[config.mk]
export PLATFORM = sky130hd
export DESIGN_NAME = telegram_channel
export DESIGN_NICKNAME = d
export VERILOG_FILES = /design/src/hdl/telegram_pkg.sv /design/src/hdl/send_word_select.sv /design/src/hdl/param_word_codec.sv /design/src/hdl/telegram_channel.sv
export SDC_FILE = /design/constraint.sdc
export NUM_CORES = 2
export LEC_CHECK = 0
export ABC_AREA = 1
export BUFFER_PORTS_ARGS = -buffer_cell sky130_fd_sc_hd__buf_2
export CORE_MARGIN = 1
export CORE_UTILIZATION = 43
export DETAILED_ROUTE_END_ITERATION = 8
export PLACE_DENSITY = 0.65
export SYNTH_ARGS = -nofsm -noshare
export SYNTH_HDL_FRONTEND = slang
export SYNTH_SLANG_ARGS = --single-unit
[constraint.sdc]
create_clock -name MCLK -period 3.7 [get_ports MCLK]
set_clock_uncertainty 0.2 [all_clocks]
set_input_delay 0.37 -clock MCLK [delete_from_list [all_inputs] [get_ports MCLK]]
set_output_delay 0.37 -clock MCLK [all_outputs]
set_load 0.01 [all_outputs]
[src/hdl/telegram_pkg.sv]
// Constants, codes and size lookups shared by the telegram block.
// Assumes a single clock domain and APB register access.
package telegram_pkg;
  localparam int ADDR_W = 12;
  localparam int IDX_W  = 5;
  localparam int PCH_WORDS = 4;
  // Telegram selection codes
  localparam logic [15:0] CODE_FREE  = 16'h03e7;
  localparam logic [15:0] CODE_STD1  = 16'h0001;
  localparam logic [15:0] CODE_STD20 = 16'h0014;
  localparam logic [15:0] CODE_T350  = 16'h015e;
  localparam logic [15:0] CODE_T352  = 16'h0160;
  localparam logic [15:0] CODE_T353  = 16'h0161;
  localparam logic [15:0] CODE_T354  = 16'h0162;
  localparam logic [15:0] RST_TSEL   = CODE_STD1;
  localparam logic [15:0] RST_EXT    = CODE_STD1;
  // Register byte offsets
  localparam logic [ADDR_W-1:0] ADDR_TSEL     = 12'h000;
  localparam logic [ADDR_W-1:0] ADDR_EXT      = 12'h004;
  localparam logic [ADDR_W-1:0] ADDR_STATUS   = 12'h008;
  localparam logic [ADDR_W-1:0] ADDR_REQ_ID   = 12'h00c;
  localparam logic [ADDR_W-1:0] ADDR_REQ_VAL  = 12'h010;
  localparam logic [ADDR_W-1:0] ADDR_RSP_CTRL = 12'h014;
  localparam logic [ADDR_W-1:0] ADDR_RSP_VAL  = 12'h018;
  localparam logic [ADDR_W-1:0] ADDR_SRC_BASE = 12'h040;
  localparam logic [ADDR_W-1:0] ADDR_RXW_BASE = 12'h100;
  // Status bit positions
  localparam int ST_PENDING = 0;
  localparam int ST_FREE    = 1;
  localparam int ST_EXTFREE = 2;
  localparam int ST_PCH     = 3;
  localparam int ST_REFUSED = 4;
  localparam int ST_NRX_LSB = 8;
  localparam int ST_NTX_LSB = 16;
  // Parameter channel field positions
  localparam int JOB_MSB  = 15;
  localparam int JOB_LSB  = 12;
  localparam int RSVD_BIT = 11;
  localparam int NUM_MSB  = 10;
  localparam int SUB_LSB  = 8;
  // Job and response codes
  localparam logic [3:0] JOB_NONE    = 4'h0;
  localparam logic [3:0] JOB_DWORD   = 4'h3;
  localparam logic [3:0] JOB_RSVD    = 4'h5;
  localparam logic [3:0] JOB_FDWORD  = 4'h8;
  localparam logic [3:0] JOB_LAST    = 4'h9;
  localparam logic [3:0] RSP_DWORD   = 4'h2;
  localparam logic [3:0] RSP_FDWORD  = 4'h5;
  localparam logic [3:0] RSP_ERROR   = 4'h7;
  localparam logic [15:0] ERR_UNSUPPORTED = 16'h006a;

  typedef enum logic {TX_IDLE, TX_SEND} tx_state_t;

  function automatic logic code_known(input logic [15:0] c);
    return c == CODE_STD1 || c == CODE_STD20 || c == CODE_T350 ||
           c == CODE_T352 || c == CODE_T353 || c == CODE_T354;
  endfunction

  function automatic logic [IDX_W-1:0] code_rx(input logic [15:0] c);
    case (c)
      CODE_STD1, CODE_STD20, CODE_T353: return 5'h02;
      CODE_T350:                        return 5'h04;
      CODE_T352, CODE_T354:             return 5'h06;
      default:                          return 5'h00;
    endcase
  endfunction

  function automatic logic [IDX_W-1:0] code_tx(input logic [15:0] c);
    case (c)
      CODE_STD1, CODE_T353:             return 5'h02;
      CODE_T350:                        return 5'h04;
      CODE_STD20, CODE_T352, CODE_T354: return 5'h06;
      default:                          return 5'h00;
    endcase
  endfunction

  function automatic logic code_pch(input logic [15:0] c);
    return c == CODE_T353 || c == CODE_T354;
  endfunction
endpackage

[src/hdl/send_word_select.sv]
// Picks one word-format actual value out of the flat source bus.
// Assumes the select is stable for the cycle it is used.
module send_word_select #(
  parameter int NSRC  = 16,
  parameter int SEL_W = 4
) (
  input  wire logic [NSRC*16-1:0] sources,
  input  wire logic [SEL_W-1:0]   sel,
  output logic      [15:0]        word
);
  always_comb
  begin
    word = 16'h0000;
    // Out-of-range selects read zero rather than wrapping
    if (int'(sel) < NSRC)
    begin
      word = sources[int'(sel)*16 +: 16];
    end
  end
endmodule // send_word_select

[src/hdl/param_word_codec.sv]
// Splits a parameter-channel request into fields and packs a response.
// Purely combinational; the caller registers what it needs.
module param_word_codec
  import telegram_pkg::*;
(
  input  wire logic [15:0] req_id,
  input  wire logic [15:0] req_index,
  input  wire logic [15:0] req_val_hi,
  input  wire logic [15:0] req_val_lo,
  input  wire logic [3:0]  rsp_code,
  input  wire logic [31:0] rsp_value,
  output logic      [3:0]  job,
  output logic             reject,
  output logic      [31:0] value32,
  output logic      [15:0] rsp_w0,
  output logic      [15:0] rsp_w1,
  output logic      [15:0] rsp_w2,
  output logic      [15:0] rsp_w3
);
  logic dbl_req;
  logic wide_rsp;

  assign job = req_id[JOB_MSB:JOB_LSB];
  assign dbl_req = job == JOB_DWORD || job == JOB_FDWORD;
  // A set reserved bit or an unknown job cannot be served
  assign reject = job != JOB_NONE &&
                  (req_id[RSVD_BIT] || job == JOB_RSVD || job > JOB_LAST);
  // Upper half travels in the first value word
  assign value32 = dbl_req ? {req_val_hi, req_val_lo}
                           : {16'h0000, req_val_lo};

  assign wide_rsp = rsp_code == RSP_DWORD || rsp_code == RSP_FDWORD ||
                    rsp_code == RSP_ERROR;
  // Echo number and index; reserved bit always sent as zero
  assign rsp_w0 = {rsp_code, 1'b0, req_id[NUM_MSB:0]};
  assign rsp_w1 = {req_index[15:SUB_LSB], req_index[SUB_LSB-1:0]};
  assign rsp_w2 = wide_rsp ? rsp_value[31:16] : 16'h0000;
  assign rsp_w3 = rsp_value[15:0];
endmodule // param_word_codec

[src/hdl/telegram_channel.sv]
// Cyclic telegram mapping and parameter-channel framing, APB slave.
// Assumes link words arrive on MCLK and the master waits for the reply.
//
// Decided for this implementation: the APB interface to the registers and the placing of the registers.
module telegram_channel
  import telegram_pkg::*;
#(
  parameter int MAX_RX = 12,
  parameter int MAX_TX = 17,
  parameter int NSRC   = 16
) (
  input  wire logic                            MCLK,
  input  wire logic                            SRST,
  input  wire logic                            PSEL,
  input  wire logic                            PENABLE,
  input  wire logic                            PWRITE,
  input  wire logic [telegram_pkg::ADDR_W-1:0] PADDR,
  input  wire logic [31:0]                     PWDATA,
  output logic      [31:0]                     PRDATA,
  output logic                                 PREADY,
  output logic                                 PSLVERR,
  input  wire logic                            LINK_RX_VALID,
  input  wire logic [15:0]                     LINK_RX_DATA,
  input  wire logic                            LINK_RX_LAST,
  output logic                                 LINK_TX_VALID,
  output logic      [15:0]                     LINK_TX_DATA,
  output logic                                 LINK_TX_LAST,
  input  wire logic [NSRC*16-1:0]              ACT_VALUES,
  output logic      [MAX_RX*16-1:0]            RX_WORDS
);
  import telegram_pkg::*;

  localparam int SEL_W = $clog2(NSRC);

  typedef struct packed {
    logic [15:0]                   tsel;
    logic [15:0]                   ext;
    logic [MAX_TX-1:0][SEL_W-1:0]  src;
    logic [MAX_RX-1:0][15:0]       rxw;
    logic [PCH_WORDS-1:0][15:0]    req;
    logic [PCH_WORDS-1:0][15:0]    seen;
    logic [3:0]                    rsp_code;
    logic [31:0]                   rsp_value;
    logic                          pending;
    logic                          refused;
    logic                          frame_end;
    logic [IDX_W-1:0]              rx_idx;
    logic [IDX_W-1:0]              tx_idx;
    tx_state_t                     st;
    logic                          tx_valid;
    logic                          tx_last;
    logic [15:0]                   tx_data;
    logic                          pready;
    logic                          pslverr;
    logic [31:0]                   prdata;
  } state_t;

  state_t s_q;
  state_t s_d;

  logic              free;
  logic              ext_free;
  logic              pch_en;
  logic [IDX_W-1:0]  nrx;
  logic [IDX_W-1:0]  ntx;
  logic [IDX_W-1:0]  base_tx;
  logic [IDX_W-1:0]  pch_off;
  logic [IDX_W-1:0]  total_tx;
  logic [MAX_TX-1:0] locked;
  logic [ADDR_W-1:0] src_off;
  logic [ADDR_W-1:0] rxw_off;
  logic [IDX_W-1:0]  src_i;
  logic [IDX_W-1:0]  rxw_i;
  logic              src_hit;
  logic              rxw_hit;
  logic              wr_refuse;
  logic [31:0]       rd_data;
  logic [IDX_W-1:0]  tx_k;
  logic [SEL_W-1:0]  mux_sel;
  logic [15:0]       act_word;
  logic [3:0]        job;
  logic              reject;
  logic [31:0]       value32;
  logic [15:0]       rsp_w [PCH_WORDS];

  // Effective telegram geometry
  assign free     = s_q.tsel == CODE_FREE;
  assign ext_free = free && s_q.ext == CODE_FREE;
  assign base_tx  = code_tx(s_q.ext);
  assign nrx = !free ? code_rx(s_q.tsel) : IDX_W'(MAX_RX);
  assign ntx = !free ? code_tx(s_q.tsel) : IDX_W'(MAX_TX);
  assign pch_en = !free ? code_pch(s_q.tsel)
                        : (!ext_free && code_pch(s_q.ext));
  assign pch_off  = pch_en ? IDX_W'(PCH_WORDS) : '0;
  assign total_tx = ntx + pch_off;

  always_comb
  begin
    for (int i = 0; i < MAX_TX; i++)
    begin
      locked[i] = !free || (!ext_free && IDX_W'(i) < base_tx);
    end
  end

  assign src_off = PADDR - ADDR_SRC_BASE;
  assign rxw_off = PADDR - ADDR_RXW_BASE;
  assign src_i   = src_off[IDX_W+1:2];
  assign rxw_i   = rxw_off[IDX_W+1:2];
  assign src_hit = PADDR >= ADDR_SRC_BASE && PADDR[1:0] == 2'b00 &&
                   src_off < ADDR_W'(MAX_TX * 4);
  assign rxw_hit = PADDR >= ADDR_RXW_BASE && PADDR[1:0] == 2'b00 &&
                   rxw_off < ADDR_W'(MAX_RX * 4);

  // Decided from the address and data held stable through the access
  always_comb
  begin
    wr_refuse = 1'b0;
    case (PADDR)
      ADDR_TSEL:
        wr_refuse = !code_known(PWDATA[15:0]) && PWDATA[15:0] != CODE_FREE;
      ADDR_EXT:
        wr_refuse = !free || (!code_known(PWDATA[15:0]) &&
                    PWDATA[15:0] != CODE_FREE);
      ADDR_STATUS, ADDR_RSP_CTRL, ADDR_RSP_VAL:
        wr_refuse = 1'b0;
      default:
        wr_refuse = !src_hit || locked[src_i] ||
                    PWDATA >= 32'(NSRC);
    endcase
  end

  always_comb
  begin
    rd_data = 32'h0000_0000;
    case (PADDR)
      ADDR_TSEL:     rd_data = {16'h0000, s_q.tsel};
      ADDR_EXT:      rd_data = {16'h0000, s_q.ext};
      ADDR_STATUS:
      begin
        rd_data[ST_PENDING] = s_q.pending;
        rd_data[ST_FREE]    = free;
        rd_data[ST_EXTFREE] = ext_free;
        rd_data[ST_PCH]     = pch_en;
        rd_data[ST_REFUSED] = s_q.refused;
        rd_data[ST_NRX_LSB +: IDX_W] = nrx;
        rd_data[ST_NTX_LSB +: IDX_W] = ntx;
      end
      ADDR_REQ_ID:   rd_data = {s_q.req[0], s_q.req[1]};
      ADDR_REQ_VAL:  rd_data = value32;
      ADDR_RSP_CTRL: rd_data = {28'h0000000, s_q.rsp_code};
      ADDR_RSP_VAL:  rd_data = s_q.rsp_value;
      default:
      begin
        if (src_hit)
        begin
          rd_data = 32'(s_q.src[src_i]);
        end
        else if (rxw_hit)
        begin
          rd_data = {16'h0000, s_q.rxw[rxw_i]};
        end
      end
    endcase
  end

  param_word_codec u_codec (
    .req_id     (s_q.req[0]),
    .req_index  (s_q.req[1]),
    .req_val_hi (s_q.req[2]),
    .req_val_lo (s_q.req[3]),
    .rsp_code   (s_q.rsp_code),
    .rsp_value  (s_q.rsp_value),
    .job        (job),
    .reject     (reject),
    .value32    (value32),
    .rsp_w0     (rsp_w[0]),
    .rsp_w1     (rsp_w[1]),
    .rsp_w2     (rsp_w[2]),
    .rsp_w3     (rsp_w[3])
  );

  assign tx_k    = s_q.tx_idx - pch_off;
  assign mux_sel = (tx_k < IDX_W'(MAX_TX)) ? s_q.src[tx_k] : '0;

  send_word_select #(
    .NSRC  (NSRC),
    .SEL_W (SEL_W)
  ) u_select (
    .sources (ACT_VALUES),
    .sel     (mux_sel),
    .word    (act_word)
  );

  always_comb
  begin
    logic [IDX_W-1:0] k;
    k = '0;
    s_d = s_q;
    // APB: one wait state, write and read data settle at the PREADY edge
    s_d.pready  = PSEL && PENABLE && !s_q.pready;
    s_d.pslverr = 1'b0;
    s_d.prdata  = 32'h0000_0000;
    if (PSEL && PENABLE && !s_q.pready)
    begin
      s_d.pslverr = PWRITE && wr_refuse;
      s_d.prdata  = PWRITE ? 32'h0000_0000 : rd_data;
    end
    if (PSEL && PENABLE && s_q.pready && PWRITE)
    begin
      if (wr_refuse)
      begin
        s_d.refused = 1'b1;
      end
      else
      begin
        case (PADDR)
          ADDR_TSEL:     s_d.tsel = PWDATA[15:0];
          ADDR_EXT:      s_d.ext = PWDATA[15:0];
          ADDR_STATUS:
            s_d.refused = s_q.refused && !PWDATA[ST_REFUSED];
          ADDR_RSP_CTRL:
          begin
            s_d.rsp_code = PWDATA[3:0];
            s_d.pending  = 1'b0;
          end
          ADDR_RSP_VAL:  s_d.rsp_value = PWDATA;
          default:       s_d.src[src_i] = PWDATA[SEL_W-1:0];
        endcase
      end
    end
    // Protected positions fall back to their default source
    for (int i = 0; i < MAX_TX; i++)
    begin
      if (locked[i])
      begin
        s_d.src[i] = SEL_W'(i);
      end
    end

    // Receive side: parameter words first, then cyclic words
    s_d.frame_end = 1'b0;
    if (LINK_RX_VALID)
    begin
      if (pch_en && s_q.rx_idx < IDX_W'(PCH_WORDS))
      begin
        s_d.req[s_q.rx_idx[1:0]] = LINK_RX_DATA;
      end
      else
      begin
        k = s_q.rx_idx - pch_off;
        if (k < nrx)
        begin
          s_d.rxw[k] = LINK_RX_DATA;
        end
      end
      if (s_q.rx_idx != '1)
      begin
        s_d.rx_idx = s_q.rx_idx + 1'b1;
      end
      if (LINK_RX_LAST)
      begin
        s_d.rx_idx    = '0;
        s_d.frame_end = 1'b1;
      end
    end

    // One cycle after the frame the request words are complete
    if (s_q.frame_end)
    begin
      if (pch_en)
      begin
        s_d.seen = s_q.req;
        if (job == JOB_NONE)
        begin
          s_d.rsp_code = JOB_NONE;
          s_d.pending  = 1'b0;
        end
        else if (reject)
        begin
          s_d.rsp_code  = RSP_ERROR;
          s_d.rsp_value = {ERR_UNSUPPORTED, 16'h0000};
          s_d.pending   = 1'b0;
        end
        else if (s_q.req != s_q.seen)
        begin
          // Software answers via the response registers
          s_d.rsp_code = JOB_NONE;
          s_d.pending  = 1'b1;
        end
      end
      if (total_tx != '0 && s_q.st == TX_IDLE)
      begin
        s_d.st     = TX_SEND;
        s_d.tx_idx = '0;
      end
    end

    // Reply frame: parameter words, then the mapped actual values
    case (s_q.st)
      TX_IDLE:
      begin
        s_d.tx_valid = 1'b0;
        s_d.tx_last  = 1'b0;
        s_d.tx_data  = 16'h0000;
      end
      TX_SEND:
      begin
        s_d.tx_valid = 1'b1;
        s_d.tx_data  = (pch_en && s_q.tx_idx < IDX_W'(PCH_WORDS)) ?
                       rsp_w[s_q.tx_idx[1:0]] : act_word;
        s_d.tx_last  = s_q.tx_idx == total_tx - 1'b1;
        s_d.tx_idx   = s_q.tx_idx + 1'b1;
        if (s_q.tx_idx == total_tx - 1'b1)
        begin
          s_d.st = TX_IDLE;
        end
      end
      default:
      begin
        s_d.st = TX_IDLE;
      end
    endcase
  end

  always_ff @(posedge MCLK)
  begin
    if (SRST)
    begin
      s_q      <= '0;
      s_q.tsel <= RST_TSEL;
      s_q.ext  <= RST_EXT;
      s_q.st   <= TX_IDLE;
      for (int i = 0; i < MAX_TX; i++)
      begin
        s_q.src[i] <= SEL_W'(i);
      end
    end
    else
    begin
      s_q <= s_d;
    end
  end

  assign PRDATA        = s_q.prdata;
  assign PREADY        = s_q.pready;
  assign PSLVERR       = s_q.pslverr;
  assign LINK_TX_VALID = s_q.tx_valid;
  assign LINK_TX_DATA  = s_q.tx_data;
  assign LINK_TX_LAST  = s_q.tx_last;
  assign RX_WORDS      = s_q.rxw;

  lock_src_a: assert property (@(posedge MCLK) disable iff (SRST)
    !free |=> s_q.src[3] == SEL_W'(3))
    else $error("protected send source moved");
  unlock_wr_a: assert property (@(posedge MCLK) disable iff (SRST)
    PSEL && PENABLE && s_q.pready && PWRITE && PADDR == ADDR_SRC_BASE &&
    s_q.tsel != CODE_FREE |-> PSLVERR)
    else $error("source write not refused outside free mode");
  ext_guard_a: assert property (@(posedge MCLK) disable iff (SRST)
    PSEL && PENABLE && s_q.pready && PWRITE && PADDR == ADDR_EXT &&
    !free |=> $stable(s_q.ext))
    else $error("extended selection changed outside free mode");
  size_code_a: assert property (@(posedge MCLK) disable iff (SRST)
    s_q.tsel == CODE_STD20 |-> nrx == 5'h02 && ntx == 5'h06 && !pch_en)
    else $error("telegram 20 sizing wrong");
  pch_add_a: assert property (@(posedge MCLK) disable iff (SRST)
    s_q.tsel == CODE_T354 |-> pch_en && total_tx == 5'h0a)
    else $error("telegram 354 parameter channel missing");
  all_free_a: assert property (@(posedge MCLK) disable iff (SRST)
    ext_free |-> locked == '0)
    else $error("free mapping still locked");
  rx_word_a: assert property (@(posedge MCLK) disable iff (SRST)
    LINK_RX_VALID && !pch_en && s_q.rx_idx == '0 && nrx != '0
    |=> RX_WORDS[15:0] == $past(LINK_RX_DATA))
    else $error("received word not presented");
  reply_len_a: assert property (@(posedge MCLK) disable iff (SRST)
    s_q.frame_end && pch_en && s_q.st == TX_IDLE |=> ##1 LINK_TX_VALID[*4])
    else $error("parameter words not framed");
  rsvd_zero_a: assert property (@(posedge MCLK) disable iff (SRST)
    s_q.st == TX_SEND && pch_en && s_q.tx_idx == '0
    |=> LINK_TX_VALID && !LINK_TX_DATA[RSVD_BIT])
    else $error("reserved bit sent set");
  err_resp_a: assert property (@(posedge MCLK) disable iff (SRST)
    s_q.frame_end && pch_en && reject |=>
    s_q.rsp_code == RSP_ERROR && s_q.rsp_value[31:16] == ERR_UNSUPPORTED)
    else $error("rejected request not answered with error");

  reply_c: cover property (@(posedge MCLK) disable iff (SRST)
    LINK_TX_LAST);
  reject_c: cover property (@(posedge MCLK) disable iff (SRST)
    s_q.frame_end && pch_en && reject);
  pending_c: cover property (@(posedge MCLK) disable iff (SRST)
    s_q.pending && ext_free);
  refuse_c: cover property (@(posedge MCLK) disable iff (SRST)
    PSLVERR && PREADY);
endmodule // telegram_channel

== After elaboration in Yosys (flattened, before gate mapping) ==
Index checks and enable logic that the tools add are counted.

* Flip-flop bits (word level): 522
* Bits in latches: 0
* RAM bits: 0
* Bits in read-only memories: 0
* Input bits: 323
* Output and inout bits: 244
* Logic and storage cells: 329
* Memories kept: 0

* Add/sub/neg operators: 8
* Multiply operators: 0
* Divide/modulo/power cells: 0
* $lt $le $gt $ge: 36
* Equality and inequality tests: 36
* Shift operators: 1
* Muxes and demuxes: 64
* Bitwise operators: 7
* Reductions and logical operators: 124

{| class="wikitable"
|+ Operator list
! cell !! count
|-
| 256-bit by 9-bit variable part select with 16-bit output || 1
|-
| 192-bit bitwise mux || 1
|-
| 16-bit by 9-bit equality test with 1-bit output (second input constant) || 12
|-
| 32-bit two-way mux || 5
|-
| 16-bit two-way mux || 8
|-
| 37-bit two-way mux || 3
|-
| 5-bit case mux with 7 select lines || 2
|-
| 68-bit bitwise mux || 1
|-
| 16-bit binary-select mux with 4-bit select || 1
|-
| 64-bit bitwise mux || 1
|-
| 16-bit demux with 4-bit select || 1
|-
| 64-bit != test || 1
|-
| 16-bit by 1-bit equality test with 1-bit output (second input constant) || 3
|-
| 16-bit by 5-bit equality test with 1-bit output (second input constant) || 3
|-
| 2-bit OR reduction || 23
|-
| 11-bit case mux with 4 select lines || 1
|-
| 4-bit binary-select mux with 5-bit select || 2
|-
| 4-bit by 5-bit < comparator with 1-bit output (first input constant) || 8
|-
| 38-bit two-way mux || 1
|-
| 1-bit logical AND || 37
|-
| 12-bit by 5-bit equality test with 1-bit output (second input constant) || 3
|-
| 18-bit case mux with 2 select lines || 1
|-
| 3-bit case mux with 6 select lines || 2
|-
| 16-bit binary-select mux with 2-bit select || 1
|-
| other kinds (59) || 154
|}

== Depth between registers and ports, before layout ==
* Depth in word-level cells: 18
* Mapped depth: 30
* Gate-level depth less buffers: 27

== Hierarchy ==
A second synthesis with hierarchy kept.

* Cells, all modules: 4802
* Area total of the unflattened synthesis: 31540.2 um^2

{| class="wikitable"
|+ By module, submodules not included
! module !! instances !! cells each !! area each (um^2) !! seq. area each (um^2)
|-
| telegram_channel || 1 || 3865 || 27314.9 || 10450.0
|-
| send_word_select || 1 || 775 || 3266.9 || 0.0
|-
| param_word_codec || 1 || 162 || 958.4 || 0.0
|}

== Worst setup path before layout ==
OpenSTA, ideal clock, no wires.

* Path kind: flip-flop to flip-flop
* Start: register s_q[511] (netlist bit)
* End: register s_q (netlist bit LINK_TX_DATA[11])
* Library setup time: 0.109 ns
* Arrival time: 3.657 ns
* Required time: 3.391 ns
* Slack: -0.266 ns
* Cell stages (with the launch flop): 29
* Buffers on the path: 3
* Clock period less this slack: 3.966 ns
* Path through: dfxtp_1 inv_1 nor2_1 inv_1 nor2_1 inv_1 nor2_1 nand3_1 o21bai_1 nand2_1 clkinv_1 buf_1 ha_1 ha_1 inv_1 nor3_1 inv_1 nor2_1 nand2_1 nand2_1 buf_2 clkbuf_1 nand2_1 nand3_1 nand3_1 nand3_1 nand3_1 nand2_1 inv_1

* Word-level cells in the longest chain between the ends: 13
* Elaborated cells on any way between the ends: 18
* Those cells by class: add/sub: 1; order compare: 1; eq/ne: 3; shift: 1; mux: 7; reduce/logical: 5

{| class="wikitable"
|+ Ends and longest elaborated chain
! what !! line !! text
|-
| from (decl) || telegram_channel.sv:58 || <nowiki>state_t s_q;</nowiki>
|-
| 16-bit by 10-bit equality test with 1-bit output || telegram_channel.sv:87 || <nowiki>assign free = s_q.tsel == CODE_FREE;</nowiki>
|-
| 1-bit logical AND || telegram_channel.sv:88 || <nowiki>assign ext_free = free && s_q.ext == CODE_FREE;</nowiki>
|-
| 1-bit zero test || telegram_channel.sv:93 || <nowiki>: (!ext_free && code_pch(s_q.ext));</nowiki>
|-
| 1-bit logical AND || telegram_channel.sv:93 ||
|-
| 1-bit two-way mux (*) || telegram_channel.sv:92 || <nowiki>assign pch_en = !free ? code_pch(s_q.tsel)</nowiki>
|-
| 3-bit two-way mux || telegram_channel.sv:94 || <nowiki>assign pch_off = pch_en ? IDX_W'(PCH_WORDS) : '0;</nowiki>
|-
| 5-bit by 3-bit subtractor with 5-bit output || telegram_channel.sv:182 || <nowiki>assign tx_k = s_q.tx_idx - pch_off;</nowiki>
|-
| 4-bit binary-select mux with 5-bit select || telegram_channel.sv:183 || <nowiki>assign mux_sel = (tx_k < IDX_W'(MAX_TX)) ? s_q.src[tx_k] : '0;</nowiki>
|-
| 4-bit two-way mux (implied by the code) || telegram_channel.sv:183 ||
|-
| 4-bit two-way mux || telegram_channel.sv:183 ||
|-
| 256-bit by 9-bit variable part select with 16-bit output || send_word_select.sv:17 || <nowiki>word = sources[int'(sel)*16 +: 16];</nowiki>
|-
| 16-bit two-way mux (*) || telegram_channel.sv:309 || <nowiki>s_d.tx_data = (pch_en && s_q.tx_idx < IDX_W'(PCH_WORDS)) ?</nowiki>
|-
| 18-bit case mux with 2 select lines (*) || telegram_channel.sv:299 || <nowiki>case (s_q.st)</nowiki>
|}

Mark *: on every way between the ends. The rest lies on a longest branch, timed or not. The select of a mux whose other input is x is not followed.
A chain may end at the register's enable or synchronous reset.

== Final worst setup path ==
* Start: register s_q[520] (netlist bit)
* End: register s_q (netlist bit LINK_TX_DATA[4])

Same word-level chain as after synthesis.

==> results_dict.tcl <==
set metrics [dict create \
    cts_buffers 58 \
    required_ns 4.05 \
    detail-route-antenna-nets 0 \
    slew_viol_final 0 \
    hp-start "PWDATA[5]" \
    grt_antenna_before_repair 6 \
    overflow 0 \
    synth_top_family_by_area "simple AND/OR/NAND/NOR gates" \
    core_mm2 0.0691 \
    place_congestion 1.03 \
    die_w_um 267 \
    crit_fanout 6 \
    wl_met3_um 14000 \
    ys.flop_type "dfxtp_1" \
    vias 34344 \
    synth_nets 5023 \
    highest_layer "met5" \
    hpwl_um 100000 \
    cts_tree "built" \
    status "completed" \
    hp-class "in2reg" \
    end_kind "register" \
    grt_max_degree 119 \
    viasPerCell 5.63 \
    async_flop_share_pct 0 \
    clockBufferDepth 3 \
    synthAdderAreaFrac_pct 0.661 \
    fmax_ghz 0.276 \
    worstSetupStartpointType "register" \
    yosys_register_bits 522 \
    yosysTopAreaCell "dfxtp_1" \
    hold_ws_ns 0.0626 \
    rr_startpoint "s_q[520]" \
    ys_top_cells_by_area "dfxtp_1, nand2_1, inv_1" \
    setup_viol_count_final 0 \
    htree_levels 2 \
    holdPathStages 3 \
    seq_area_frac_synth_pct 34.5 \
    grt.total_usage_pct 36.3 \
    ff2ff_setup_slack_ns 0.08 \
    timing.rr.end "LINK_TX_DATA[4]" \
    arrival_ns 3.97 \
    synth_top_area_share_pct 34.5 \
    synth-simple-area-share_pct 30.8 \
    die_height_um 267 \
    grt_pass1_wl_um 195000 \
    wl_um 137000 \
    dp_worst_setup_slack_ns -0.185 \
    synth.most_common_cell "nand2_1" \
    drt_iter0_drc 4346 \
    synthMuxAreaShare_pct 0 \
    die_area_mm2 0.0715 \
    first_global_vias 31233 \
    powerDensity_mw_per_mm2 357 \
    setup_slack_ns 0.0790 \
    yosys_warnings 0 \
    clkTransAtPathRegs_ns 0.06 \
    row_count 96 \
    final_nets 5462 \
    wl_per_cell_um 22.5 \
    path_class "reg2reg" \
    total_power_mw 13.3 \
    p_leak_nw 17.4 \
    yosys.area_share.xor_xnor_pct 1.10 \
    min_period_ns 3.62 \
    cts_sinks 522 \
    synth_common_cells "nand2_1, inv_1, dfxtp_1, nor2_1, nand3_1" \
    min_to "s_q[511]" \
    hold_viol 0 \
    wl_met2_um 61400 \
    rsz0062_at_grt "yes" \
    drive_gt1_share_pct 21.3 \
    postSynthAreaPerCell_um2 6.46 \
    initial_utilization_pct 43.8 \
    cp-startpoint "s_q[520]" \
    maxSlewHeadroom_pct 37.0 \
    worst_pin_slew_ns 0.936 \
    drt-met1-wl_um 52300 \
    area_growth_pct 23.1 \
    slowest_stage "dfxtp_2" \
    ioPinCount 567 \
    period_share_pct 97.9 \
    synth_edf_count 0 \
    first_pass_iters 7 \
    clk_latency_ns 0.64 \
    syn-instance-count 4684 \
    peakVddDrop_mv 0.354 \
    synth-compound-area-share_pct 15.6 \
    root_buffer "clkbuf_16" \
    reg2reg_depth 28 \
    maxCapViolations 0 \
    syn_area_mm2 0.0303 \
    portBuffers 566 \
    slowest_delay_ns 0.32 \
    drc 0 \
    synth.distinct_cells 49 \
]
==> registers in the layout, indices dropped and copies added, names as in the netlist <==
name / flops
PRDATA: 32
LINK_TX_LAST: 1
PREADY: 1
RX_WORDS: 192
PSLVERR: 1
s_q: 278
LINK_TX_VALID: 1
LINK_TX_DATA: 16
==> worst max path at each step <==
| stage | slack (ns) | end |
|---|---|---|
| after floorplan | 0.002 | LINK_TX_DATA[11] |
| after global placement | -0.07 | LINK_TX_DATA[6] |
| after detailed placement | -0.19 | LINK_TX_DATA[7] |
| after CTS | -0.005 | LINK_TX_DATA[9] |
| after global routing | -0.17 | LINK_TX_DATA[4] |
| final | 0.08 | LINK_TX_DATA[4] |
==> cells in the final DEF (no fill, tap or decap), types with 28 or more instances in the layout <==
cell type      netlist  routed
nor2_1             488     477
clkbuf_16            0      68
nand4_1            140     140
dfxtp_1            522     520
o22ai_1             75      75
nand3_2              7      60
nand3_1            405     343
o21ai_0            283     281
a21oi_1            285     282
buf_12               0      46
nand2_1            988     975
xnor2_1             35      33
nand3b_1            49      49
buf_2               60     566
dlygate4sd3_1        0      28
a31oi_1             47      47
inv_1              601     592
nor3_1              50      48
buf_4              240     219
a22oi_1             30      30
==> area by class of cell <==
type | count | area, um2
tap | 931 | 1160
antenna | 5 | 12.5
multi-input combinational | 3032 | 15200
clock buffer | 84 | 1650
sequential | 522 | 10500
inverter | 617 | 2340
fill | 6901 | 31800
clock inverter | 18 | 165
timing repair buffer | 892 | 6250
==> where the power goes <==
part / switching, mW / internal (mW) / leakage (nW)
logic: 1.25 / 0.703 / 12.3
registers: 0.0374 / 5.67 / 4.21
clock network: 2.50 / 3.16 / 0.894
==> routing by layer <==
layer	global-route usage (%)	vias up
met1	44.4	15822
met5	0	-
li1	-	15900
met4	22.9	2
met2	58.3	2176
met3	7.19	444
==> through the flow <==
stage | util, % | setup TNS [ns] | instances | area, um2
2_1_floorplan | - | 0 | 4684 | 30300
3_3_place_gp | 48.9 | -0.281 | 5923 | 33800
3_5_place_dp | 48.9 | -2.26 | 5923 | 33800
4_1_cts | 52.5 | -0.00802 | 6071 | 36200
5_1_grt | 53.9 | -3.67 | 6097 | 37200
6_report | 53.9 | 0 | 6101 | 37300
==> logic make-up (layout without fill, tap and decap cells) <==
logic type                 count (synthesis)  count (layout)
xor gates and xnor gates                  38              38
DFF                                      522             522
adders and majority gates                 16              16
and+or+nand+nor                         2151            2152
buffers and inverters                   1131            1611
other                                      0               5
AOI/OAI and AO/OA                        826             826
==> critical path, delay by kind of cell, from the launching register on <==
kind	cells	cell delay, ns
buf+inv	8	0.81
flops	1	0.32
simple gates	17	1.73
compound gates	2	0.24
fa+ha+maj	1	0.22
==> timing repair <==
| action | in CTS | in global routing |
|---|---|---|
| hold buffers | 28 | 0 |
| gates resized for setup | 27 | 140 |
| setup endpoints to repair | 50 | 215 |
| buffers inserted | 14 | 14 |
| endpoints found under the hold margin | 31 | 0 |
| pin swaps | 5 | 26 |
| cloned | 4 | 13 |
Power figures use the tool's default switching activity.
